$ cat src/include/dio_consts.svh
// constants for the byte-wide digital i/o bank
`ifndef DIO_CONSTS_SVH
`define DIO_CONSTS_SVH

// bank geometry
`define DIO_NUM_PORTS 21
`define DIO_PORT_W 8
`define DIO_SEL_W 5
`define DIO_ADDR_W 8
`define DIO_DATA_W 32

// interrupt sources: low bits of one port
`define DIO_IRQ_PORT 2
`define DIO_IRQ_N 4

// register byte offsets
`define DIO_OFS_ENABLE 8'h00
`define DIO_OFS_PORT_SEL 8'h04
`define DIO_OFS_LATCH 8'h08
`define DIO_OFS_DIR 8'h0C
`define DIO_OFS_INV 8'h10
`define DIO_OFS_IRQ_EN 8'h14
`define DIO_OFS_IRQ_STAT 8'h18

// reset values
`define DIO_RST_ENABLE 1'h0
`define DIO_RST_PORT_SEL 5'h00
`define DIO_RST_LATCH 8'h00
`define DIO_RST_DIR 21'h000000
`define DIO_RST_INV 4'h0
`define DIO_RST_IRQ_EN 1'h0

`endif

$ cat src/include/dio_pkg.sv
// types shared by the digital i/o bank
`default_nettype none
`include "dio_consts.svh"
package dio_pkg;

   // one register-bus request, as seen in one cycle
   typedef struct packed {
      logic [`DIO_ADDR_W-1:0] addr;
      logic [`DIO_DATA_W-1:0] wdata;
      logic we;
      logic re;
   } bus_req_t;

   typedef logic [`DIO_PORT_W-1:0] port_byte_t;

endpackage
`default_nettype wire

$ cat src/logic/dio_port_cell.sv
// one 8-bit bidirectional port: pin synchroniser, output latch, drive control
`timescale 1ns/100ps
`default_nettype none
`include "dio_consts.svh"
module dio_port_cell
   import dio_pkg::*;
(
   // clock and reset
   input wire logic core_clk,
   input wire logic resetn,
   // field pins
   input wire port_byte_t pin_in,
   output port_byte_t pin_out,
   output port_byte_t pin_oe_n,
   // control from the register file
   input wire logic latch_we,
   input wire port_byte_t latch_wdata,
   input wire logic dir_out,
   input wire logic io_enable,
   // value software sees for this port
   output port_byte_t port_read_value
);

   port_byte_t meta_q;
   port_byte_t sync_q;
   port_byte_t latch_q;
   port_byte_t oe_n_q;
   logic drive_d;

   // two-flop synchroniser for the asynchronous field levels
   always_ff @(posedge core_clk or negedge resetn)
   begin
      if (!resetn)
      begin
         meta_q <= 8'h00;
         sync_q <= 8'h00;
      end
      else
      begin
         meta_q <= pin_in;
         sync_q <= meta_q;
      end
   end

   // latch takes writes in either direction; an input port just keeps it
   always_ff @(posedge core_clk or negedge resetn)
   begin
      if (!resetn)
         latch_q <= `DIO_RST_LATCH;
      else if (latch_we)
         latch_q <= latch_wdata;
   end

   // drive only when enabled and set as output; released at reset
   assign drive_d = io_enable & dir_out;
   always_ff @(posedge core_clk or negedge resetn)
   begin
      if (!resetn)
         oe_n_q <= 8'hFF;
      else
         oe_n_q <= {`DIO_PORT_W{~drive_d}};
   end

   assign pin_out = latch_q;

   // read back: pins for an input, latch for an output, zero when disabled
   assign port_read_value = !io_enable ? 8'h00 :
                            dir_out ? latch_q :
                            sync_q;
   assign pin_oe_n = oe_n_q;

endmodule
`default_nettype wire

$ cat src/logic/dio_bank.sv
// digital i/o bank top: register file, port cells, level interrupt
// Summary of operation
// - after reset every port's input and output operation stays disabled
// - after reset every port is an input and drives nothing
// - after reset all latch outputs are released, pins undriven
// - global enable low disables input and output on all ports
// - global enable high allows input and output on all ports
// - an input port reads back its synchronised pin levels
// - an output port reads back its own latch value
// - writing an input port only updates its latch, pins stay undriven
// - switching a port to output drives its held latch value one clock after the direction register takes the write
// - four low bits of port 2 are separate interrupt sources
// - interrupt is level sensitive, high while an adjusted source is high
// - each source has a software inversion select before use
// - requests reach the host only while interrupt enable is set
// - ports are 8 bits wide, each with its own direction bit
//
// Our own choices: strobed register access and the placing of the registers.
`timescale 1ns/100ps
`default_nettype none
`include "dio_consts.svh"
module dio_bank
   import dio_pkg::*;
(
   // clock and reset
   input wire logic core_clk,
   input wire logic resetn,
   // register bus
   input wire bus_req_t bus_req,
   output logic [`DIO_DATA_W-1:0] bus_rdata,
   // field pins, port p on bits p*8 +: 8
   input wire logic [`DIO_NUM_PORTS*`DIO_PORT_W-1:0] pin_in,
   output logic [`DIO_NUM_PORTS*`DIO_PORT_W-1:0] pin_out,
   output logic [`DIO_NUM_PORTS*`DIO_PORT_W-1:0] pin_oe_n,
   // interrupt to the host, active high level
   output logic irq
);

   //----------------------------------------------------------------
   // register state
   //----------------------------------------------------------------
   logic io_enable_q;
   logic [`DIO_SEL_W-1:0] port_sel_q;
   logic [`DIO_NUM_PORTS-1:0] dir_q;
   logic [`DIO_IRQ_N-1:0] inv_q;
   logic irq_en_q;
   logic irq_q;
   logic [`DIO_DATA_W-1:0] rdata_q;
   logic [`DIO_DATA_W-1:0] rdata_d;
   port_byte_t port_rv [0:`DIO_NUM_PORTS-1];

   //----------------------------------------------------------------
   // address decode
   //----------------------------------------------------------------
   wire hit_enable = (bus_req.addr == `DIO_OFS_ENABLE);
   wire hit_sel = (bus_req.addr == `DIO_OFS_PORT_SEL);
   wire hit_latch = (bus_req.addr == `DIO_OFS_LATCH);
   wire hit_dir = (bus_req.addr == `DIO_OFS_DIR);
   wire hit_inv = (bus_req.addr == `DIO_OFS_INV);
   wire hit_irq_en = (bus_req.addr == `DIO_OFS_IRQ_EN);
   wire hit_stat = (bus_req.addr == `DIO_OFS_IRQ_STAT);
   wire sel_valid = (port_sel_q < 5'(`DIO_NUM_PORTS));
   wire wr_latch = bus_req.we & hit_latch & sel_valid;

   // enable register: the software side of the active-low port reset
   always_ff @(posedge core_clk or negedge resetn)
   begin
      if (!resetn)
         io_enable_q <= `DIO_RST_ENABLE;
      else if (bus_req.we & hit_enable)
         io_enable_q <= bus_req.wdata[0];
   end

   // port select pointer
   always_ff @(posedge core_clk or negedge resetn)
   begin
      if (!resetn)
         port_sel_q <= `DIO_RST_PORT_SEL;
      else if (bus_req.we & hit_sel)
         port_sel_q <= bus_req.wdata[`DIO_SEL_W-1:0];
   end

   // one direction bit per port, 1 = output
   always_ff @(posedge core_clk or negedge resetn)
   begin
      if (!resetn)
         dir_q <= `DIO_RST_DIR;
      else if (bus_req.we & hit_dir)
         dir_q <= bus_req.wdata[`DIO_NUM_PORTS-1:0];
   end

   // inversion select per interrupt source
   always_ff @(posedge core_clk or negedge resetn)
   begin
      if (!resetn)
         inv_q <= `DIO_RST_INV;
      else if (bus_req.we & hit_inv)
         inv_q <= bus_req.wdata[`DIO_IRQ_N-1:0];
   end

   // interrupt enable
   always_ff @(posedge core_clk or negedge resetn)
   begin
      if (!resetn)
         irq_en_q <= `DIO_RST_IRQ_EN;
      else if (bus_req.we & hit_irq_en)
         irq_en_q <= bus_req.wdata[0];
   end

   //----------------------------------------------------------------
   // port cells
   //----------------------------------------------------------------
   genvar p;
   generate
      for (p = 0; p < `DIO_NUM_PORTS; p = p + 1)
      begin : g_port
         dio_port_cell u_cell (
            .core_clk(core_clk),
            .resetn(resetn),
            .pin_in(pin_in[p*`DIO_PORT_W +: `DIO_PORT_W]),
            .pin_out(pin_out[p*`DIO_PORT_W +: `DIO_PORT_W]),
            .pin_oe_n(pin_oe_n[p*`DIO_PORT_W +: `DIO_PORT_W]),
            .latch_we(wr_latch & (port_sel_q == 5'(p))),
            .latch_wdata(bus_req.wdata[`DIO_PORT_W-1:0]),
            .dir_out(dir_q[p]),
            .io_enable(io_enable_q),
            .port_read_value(port_rv[p])
         );
      end
   endgenerate

   //----------------------------------------------------------------
   // interrupt sources
   //----------------------------------------------------------------
   // raw levels follow the port's read value, so a disabled bank shows zero
   wire [`DIO_IRQ_N-1:0] irq_source_raw = port_rv[`DIO_IRQ_PORT][`DIO_IRQ_N-1:0];
   wire irq_source_0 = irq_source_raw[0] ^ inv_q[0];
   wire irq_source_1 = irq_source_raw[1] ^ inv_q[1];
   wire irq_source_2 = irq_source_raw[2] ^ inv_q[2];
   wire irq_source_3 = irq_source_raw[3] ^ inv_q[3];
   wire [`DIO_IRQ_N-1:0] irq_adj =
      {irq_source_3, irq_source_2, irq_source_1, irq_source_0} & {`DIO_IRQ_N{io_enable_q}};
   wire irq_d = irq_en_q & (|irq_adj);

   // registered level interrupt, no latching: it follows the sources
   always_ff @(posedge core_clk or negedge resetn)
   begin
      if (!resetn)
         irq_q <= 1'b0;
      else
         irq_q <= irq_d;
   end

   //----------------------------------------------------------------
   // read path
   //----------------------------------------------------------------
   // selected port value, zero for a pointer beyond the last port
   wire [`DIO_PORT_W-1:0] sel_value = sel_valid ? port_rv[port_sel_q] : 8'h00;

   // read multiplexer; unmapped offsets read zero
   always_comb
   begin
      rdata_d = 32'h00000000;
      if (hit_enable)
         rdata_d[0] = io_enable_q;
      else if (hit_sel)
         rdata_d[`DIO_SEL_W-1:0] = port_sel_q;
      else if (hit_latch)
         rdata_d[`DIO_PORT_W-1:0] = sel_value;
      else if (hit_dir)
         rdata_d[`DIO_NUM_PORTS-1:0] = dir_q;
      else if (hit_inv)
         rdata_d[`DIO_IRQ_N-1:0] = inv_q;
      else if (hit_irq_en)
         rdata_d[0] = irq_en_q;
      else if (hit_stat)
         rdata_d[7:0] = {irq_source_raw, irq_adj};
   end

   // read data stand only in the cycle after the strobe
   always_ff @(posedge core_clk or negedge resetn)
   begin
      if (!resetn)
         rdata_q <= 32'h00000000;
      else if (bus_req.re)
         rdata_q <= rdata_d;
      else
         rdata_q <= 32'h00000000;
   end

   assign bus_rdata = rdata_q;
   assign irq = irq_q;

endmodule
`default_nettype wire

$ cat config.mk
export PLATFORM = sky130hd
export DESIGN_NAME = dio_bank
export DESIGN_NICKNAME = d
export VERILOG_FILES = /design/src/include/dio_pkg.sv /design/src/logic/dio_port_cell.sv /design/src/logic/dio_bank.sv
export VERILOG_INCLUDE_DIRS = /design/src /design/src/include
export SDC_FILE = /design/constraint.sdc
export NUM_CORES = 1
export LEC_CHECK = 0
export BUFFER_PORTS_ARGS = -buffer_cell sky130_fd_sc_hd__buf_4
export CORE_MARGIN = 8
export CORE_UTILIZATION = 30
export CTS_CLUSTER_DIAMETER = 30
export CTS_CLUSTER_SIZE = 28
export DETAILED_ROUTE_END_ITERATION = 10
export GPL_TIMING_DRIVEN = 0
export PLACE_DENSITY = 0.51
export SLEW_MARGIN = 20
export SYNTH_ARGS = -nofsm -noshare
export SYNTH_HDL_FRONTEND = slang
export SYNTH_HIERARCHICAL = 1
export SYNTH_SLANG_ARGS = --single-unit
$ cat constraint.sdc
create_clock -name core_clk -period 3.9 [get_ports core_clk]
set_input_delay 0.195 -clock core_clk [delete_from_list [all_inputs] [get_ports core_clk]]
set_output_delay 0.195 -clock core_clk [all_outputs]
set_load 0.05 [all_outputs]
==> results.json, run 1 <==
{
  "status": "complete, no violations",
  "synthesis.area_sq_mm": 0.0242,
  "place_ws_ns": 0.322,
  "die_area_sq_mm": 0.0899,
  "rrSetupSlack_ns": 0.30,
  "setup_violations": 0,
  "cts.sinks": 579,
  "initial_utilization_pct": 30.2,
  "crit_slowest_cell": "clkbuf_1",
  "p_leak_uw": 0.0170,
  "synthTopCellsByArea": "dfrtp_1, mux2_4, mux2i_1",
  "fin_ws_ns": 0.298,
  "cp-start-kind": "register",
  "viasPerCell": 4.39,
  "place_hpwl_mm": 60.5,
  "synthFlopType": "dfrtp_1",
  "ioPinCount": 581,
  "routed_wl_mm": 87.4,
  "drv_slew": 0,
  "grt_pass1_wl_mm": 127,
  "crit_arrival_ns": 4.16,
  "cts_tree": "yes",
  "grt_max_degree": 92,
  "critPathMostFrequentCell": "buf_2",
  "cp_max_fo": 10,
  "ys_types": 54,
  "fp.dieW_microns": 300,
  "ys_seq_elements": 579,
  "post_cts.repair.setup_buffers": 0,
  "ant_nets": 0,
  "fp.dieH_microns": 300,
  "crit_path_end_kind": "register",
  "route.detailed.drc": 0,
  "maxSlewHeadroom_pct": 20.0,
  "htreeDepth": 4,
  "avgSynthCellArea_sq_um": 14.8,
  "rows": 104,
  "grt_usage_pct": 19.1,
  "grt.overflow.total": 0,
  "first_pass_iters": 5,
  "routedWlPerCell_microns": 23.5,
  "numCtsBuffers": 141,
  "finalCriticalPeriod_ns": 3.60,
  "async_reset_ff_share_pct": 100,
  "rsz0062_at_grt": "false",
  "grt_pass1_vias": 18300,
  "ys_warn_count": 6,
  "max-clock-path-buffers": 3,
  "cpPeakStageDelay_ns": 0.61,
  "clock_tree.root_cell": "clkbuf_16",
  "drive_gt1_share_pct": 47.7,
  "seq_area_frac_synth_pct": 60.0,
  "p_per_area_mw_per_mm2": 557,
  "critPathRequiredTime_ns": 4.46,
  "clk_pin_slew_worst_paths_ns": 0.05,
  "synth_common_cells": "dfrtp_1, mux2i_1, mux2_4",
  "cp_cell_sequence": "buf_2 -> buf_2 -> clkbuf_1 -> inv_1 -> or3_1 -> nor2_1 -> buf_6 -> mux2_4",
  "nFillCells": 7149,
  "irDropWorstVdd_mv": 0.359,
  "syn_inst": 1631,
  "hold_class": "input pin to register",
  "antenna_found_initial": 7,
  "drt_iter0_markers": 859,
  "finClkSkew_ns": 0.0370,
  "synth_edf_count": 0,
  "yosysTopAreaCellShare_pct": 57.7,
  "clk_latency_ns": 0.71,
  "routabilityCongestion": 0.861,
  "max_freq_mhz": 278,
  "tightest_slew_ns": 1.19,
  "io_buffers": 558,
  "core-area_sq_mm": 0.0802,
  "finalPower_uw": 20700,
  "nets": 2755,
  "period_share_pct": 92.4,
  "cap_violations": 0,
  "worst-setup-path-type": "register to register",
  "synth_top_area_cell": "dfrtp_1",
  "vias": 16300,
  "synth_most_common_cell": "dfrtp_1",
  "finalHoldViolations": 0,
  "area_growth_pct": 53.4
}
-- kinds of logic after synthesis --
kind of cell	after synthesis	synth area share, %
muxes	435	22.7
buffers and inverters	238	7.67
DFF	579	60.0
xor gates and xnor gates	4	0.145
AOI/OAI and AO/OA	84	2.42
and+or+nand+nor	290	6.99
other	1	0.0155
-- registers in the layout (all words and copies together) (netlist names) --
signal                  flops
g_port.u_cell/pin_out     168
irq_en_q                    1
g_port.u_cell/meta_q      168
irq                         1
g_port.u_cell/sync_q      168
g_port.u_cell/pin_oe_n     21
port_sel_q                  5
io_enable_q                 1
dir_q                      21
inv_q                       4
bus_rdata                  21
-- worst paths after layout --
| check | start | to | cells past startpoint |
|---|---|---|---|
| max in group asynchronous | resetn | g_port[7].u_cell/pin_oe_n[0] | 7 |
| setup reg to reg | port_sel_q[1] | g_port[2].u_cell/pin_out[1] | 8 |
| setup / recovery | port_sel_q[1] | g_port[2].u_cell/pin_out[1] | 8 |
| hold reg to reg | g_port[14].u_cell/meta_q[4] | g_port[14].u_cell/sync_q[4] | 0 |
| min in group asynchronous | resetn | g_port[18].u_cell/pin_oe_n[0] | 3 |
| hold / removal | bus_req[8] | g_port[7].u_cell/pin_out[6] | 2 |
-- area by class of cell --
type	instances	area (sq um)	area share (%)
tap	1060	1330	3.58
buffer	229	1820	4.91
sequential	579	14500	39.1
timing repair buffer	759	6370	17.2
antenna	4	10.0	0.0270
clock buffer	182	3930	10.6
clock inverter	78	1230	3.31
multi-input combinational	824	7850	21.2
inverter	9	33.8	0.0911
-- cell usage in the layout, fill, tap and decap left out, drive strengths merged, types with 5 or more instances in the layout --
master / n
dlygate4sd3: 191
mux2: 200
clkinv: 32
o21ai: 11
mux2i: 220
nor2: 24
nand3: 12
mux4: 15
a22oi: 19
nand2: 32
dfstp: 21
or4: 7
o22ai: 7
nor2b: 172
buf: 783
a21oi: 13
clkinvlp: 11
and2: 17
clkbuf: 196
a221oi: 5
a211oi: 8
inv: 22
dfrtp: 558
bufinv: 22
conb: 11
nor3: 5
-- where the power goes --
| part | internal, uW | switching [uW] | leakage, uW |
|---|---|---|---|
| Sequential | 6250 | 102 | 0.00723 |
| Clock | 8640 | 3840 | 0.00249 |
| Combinational | 772 | 1070 | 0.00727 |
| Total | 15700 | 5010 | 0.0170 |
-- stage by stage --
| step | std cells | hold WS [ns] | setup TNS, ns | instance area, sq um | utilization (%) |
|---|---|---|---|---|---|
| 5_1_grt | 3722 | 0.0818 | 0 | 37100 | 46.3 |
| 4_1_cts | 3720 | 0.0370 | 0 | 37100 | 46.3 |
| 2_1_floorplan | 1641 | -0.101 | 0 | 24200 | - |
| 3_5_place_dp | 3269 | -0.00918 | 0 | 30000 | 37.4 |
| 6_report | 3724 | 0.110 | 0 | 37100 | 46.3 |
| 3_3_place_gp | 3259 | 0.305 | -2177.85 | 29700 | 37.1 |
-- critical path: cells and delay by family (launching register included) --
kind                   cells  cell delay, ns
muxes                      1            0.30
buffers and inverters      5            1.97
DFF                        1            0.38
and+or+nand+nor            2            0.81
-- layer usage --
layer,share of wire [%],track usage [%]
met1,42,23.8
met4,3.0,6.82
met3,7.2,6.31
met2,48,31.0
met5,0.031,0
-- repair_timing --
action	in CTS	in global routing
hold buffers	191	0
endpoints found under the hold margin	305	0
resized for setup	0	0
endpoints found under the setup margin	0	0
Power figures use the tool's default switching activity.
==> inputs of run 2 (changes only) <==
- RECOVER_POWER: unset -> 50
==> run 2 against run 1 <==
Largest cell class unchanged. Critical path type unchanged. Maximum frequency up 0.89%. Total power down 0.22%. Highest routed layer unchanged. Hold slack worse by 0.0014 ns. Cell count unchanged. Utilization down 1.2 points.
==> results.json, run 2 (synthesized netlist as in run 1, its figures left out) <==
{
  "clock_tree.root_cell": "clkbuf_16",
  "p_leak_uw": 0.0159,
  "crit_path_end_kind": "register",
  "place_ws_ns": 0.322,
  "clk_latency_ns": 0.71,
  "fp.dieH_microns": 300,
  "rows": 104,
  "route.detailed.drc": 0,
  "initial_utilization_pct": 30.2,
  "rsz0062_at_grt": "false",
  "cp_cell_sequence": "buf_2 -> buf_2 -> clkbuf_1 -> inv_1 -> or3_1 -> nor2_1 -> buf_6 -> mux2_4",
  "setup_violations": 0,
  "routedWlPerCell_microns": 23.4,
  "crit_buf_inv": 5,
  "grt_usage_pct": 19.1,
  "maxSlewHeadroom_pct": 18.4,
  "final_common_cell": "dfrtp_1",
  "area_growth_pct": 49.4,
  "period_share_pct": 91.5,
  "htreeDepth": 4,
  "core-area_sq_mm": 0.0802,
  "viasPerCell": 4.39,
  "finClkSkew_ns": 0.0366,
  "final_cell_mix": "dfrtp_1, buf_4, clkbuf_1, mux2i_1, dlygate4sd3_1",
  "fin_hold_ws_ns": 0.108,
  "numCtsBuffers": 141,
  "finalCriticalPeriod_ns": 3.57,
  "grt_pass1_wl_mm": 127,
  "ioPinCount": 581,
  "vias": 16400,
  "fin_ws_ns": 0.330,
  "place_hpwl_mm": 60.5,
  "clk_pin_slew_worst_paths_ns": 0.05,
  "cp-start-kind": "register",
  "cpPeakStageDelay_ns": 0.60,
  "antenna_found_initial": 7,
  "hold_class": "input pin to register",
  "grt.overflow.total": 0,
  "postCtsResizedCells": 0,
  "crit_arrival_ns": 4.13,
  "cts_tree": "yes",
  "cp_max_fo": 10,
  "setup_tns_ns": 0,
  "cap_violations": 0,
  "finish.instance_area_sq_mm": 0.0361,
  "grt_max_degree": 92,
  "fp.dieW_microns": 300,
  "drt_iter0_markers": 896,
  "cts.sinks": 579,
  "grt_pass1_vias": 18300,
  "worst-setup-path-type": "register to register",
  "max-clock-path-buffers": 3,
  "first_pass_iters": 5,
  "post_cts.repair.setup_buffers": 0,
  "ant_nets": 0,
  "critPathMostFrequentCell": "buf_2",
  "p_per_area_mw_per_mm2": 571,
  "crit_slowest_cell": "clkbuf_1",
  "drive_gt1_share_pct": 37.9,
  "drv_slew": 0,
  "critPathRequiredTime_ns": 4.46,
  "tightest_slew_ns": 1.21,
  "irDropWorstVdd_mv": 0.359,
  "routabilityCongestion": 0.861,
  "finalHoldViolations": 0,
  "cp_top_family": "buffers and inverters",
  "max_freq_mhz": 280,
  "routed_wl_mm": 87.2,
  "die_area_sq_mm": 0.0899,
  "io_buffers": 558,
  "status": "complete, no violations",
  "placed_area_sq_mm": 0.0300,
  "nets": 2755
}
run 2: cell count changes in the layout (fill, tap and decap cells not counted):
cell,previous run,this run
dfstp_2,21,17
buf_4,722,333
clkbuf_4,0,137
buf_2,4,3
buf_8,1,0
or4_1,6,7
or4_4,1,0
dfstp_1,0,4
clkbuf_1,31,285
run 2: stage by stage:
| step | total power (uW) | utilization, % | cells |
|---|---|---|---|
| after floorplan | 7330 | - | 1641 |
| after global placement | 8110 | 37.1 | 3259 |
| after detailed placement | 8140 | 37.4 | 3269 |
| after CTS | 20900 | 46.3 | 3720 |
| after global routing | 21300 | 45.1 | 3722 |
| final | 20600 | 45.1 | 3724 |
run 2: final timing paths:
kind	startpoint	endpoint	slack (ns)	depth (start not counted)
max	port_sel_q[1]	g_port[2].u_cell/pin_out[1]	0.33	8
min	bus_req[8]	g_port[7].u_cell/pin_out[6]	0.11	2
max reg2reg	port_sel_q[1]	g_port[2].u_cell/pin_out[1]	0.33	8
min reg2reg	g_port[6].u_cell/meta_q[4]	g_port[6].u_cell/sync_q[4]	0.34	0
max in group asynchronous	resetn	g_port[7].u_cell/pin_oe_n[0]	1.37	7
min in group asynchronous	resetn	g_port[18].u_cell/pin_oe_n[0]	0.70	3
run 2: layout make-up:
| type | instances | area, sq um |
|---|---|---|
| repair buffers | 759 | 5410 |
| clock buffers | 182 | 3930 |
| clock inverters | 78 | 1230 |
| inverters | 9 | 33.8 |
| diodes | 4 | 10.0 |
| flip-flops and latches | 579 | 14500 |
| plain buffers | 229 | 1820 |
| well taps | 1060 | 1330 |
| multi-input cells | 824 | 7850 |
| fillers | 7391 | 44000 |
run 2: metal layers:
metal / vias to the layer above / part of all wire, % / wire length, microns / track usage (%)
met5: - / 0.026 / 23 / 0
met2: 560 / 48 / 41900 / 31.0
met4: 4 / 3.0 / 2610 / 6.82
met1: 8301 / 42 / 36500 / 23.8
li1: 7338 / - / - / -
met3: 153 / 7.1 / 6230 / 6.31
run 2: worst reg2reg max path, stage by stage (launching register included):
cell      delay (ns)
dfrtp_1         0.38
buf_2           0.41
buf_2           0.59
clkbuf_1        0.60
inv_1           0.14
or3_1           0.54
nor2_1          0.27
buf_6           0.21
mux2_4          0.31
run 2: power by group:
part | internal, uW | switching (uW)
clock network | 8640 | 3840
registers | 6240 | 101
logic | 732 | 1060
run 2: timing repair:
item / CTS / global route
hold buffers: 191 / 0
endpoints found under the hold margin: 305 / 0
setup endpoints to repair: 0 / 0
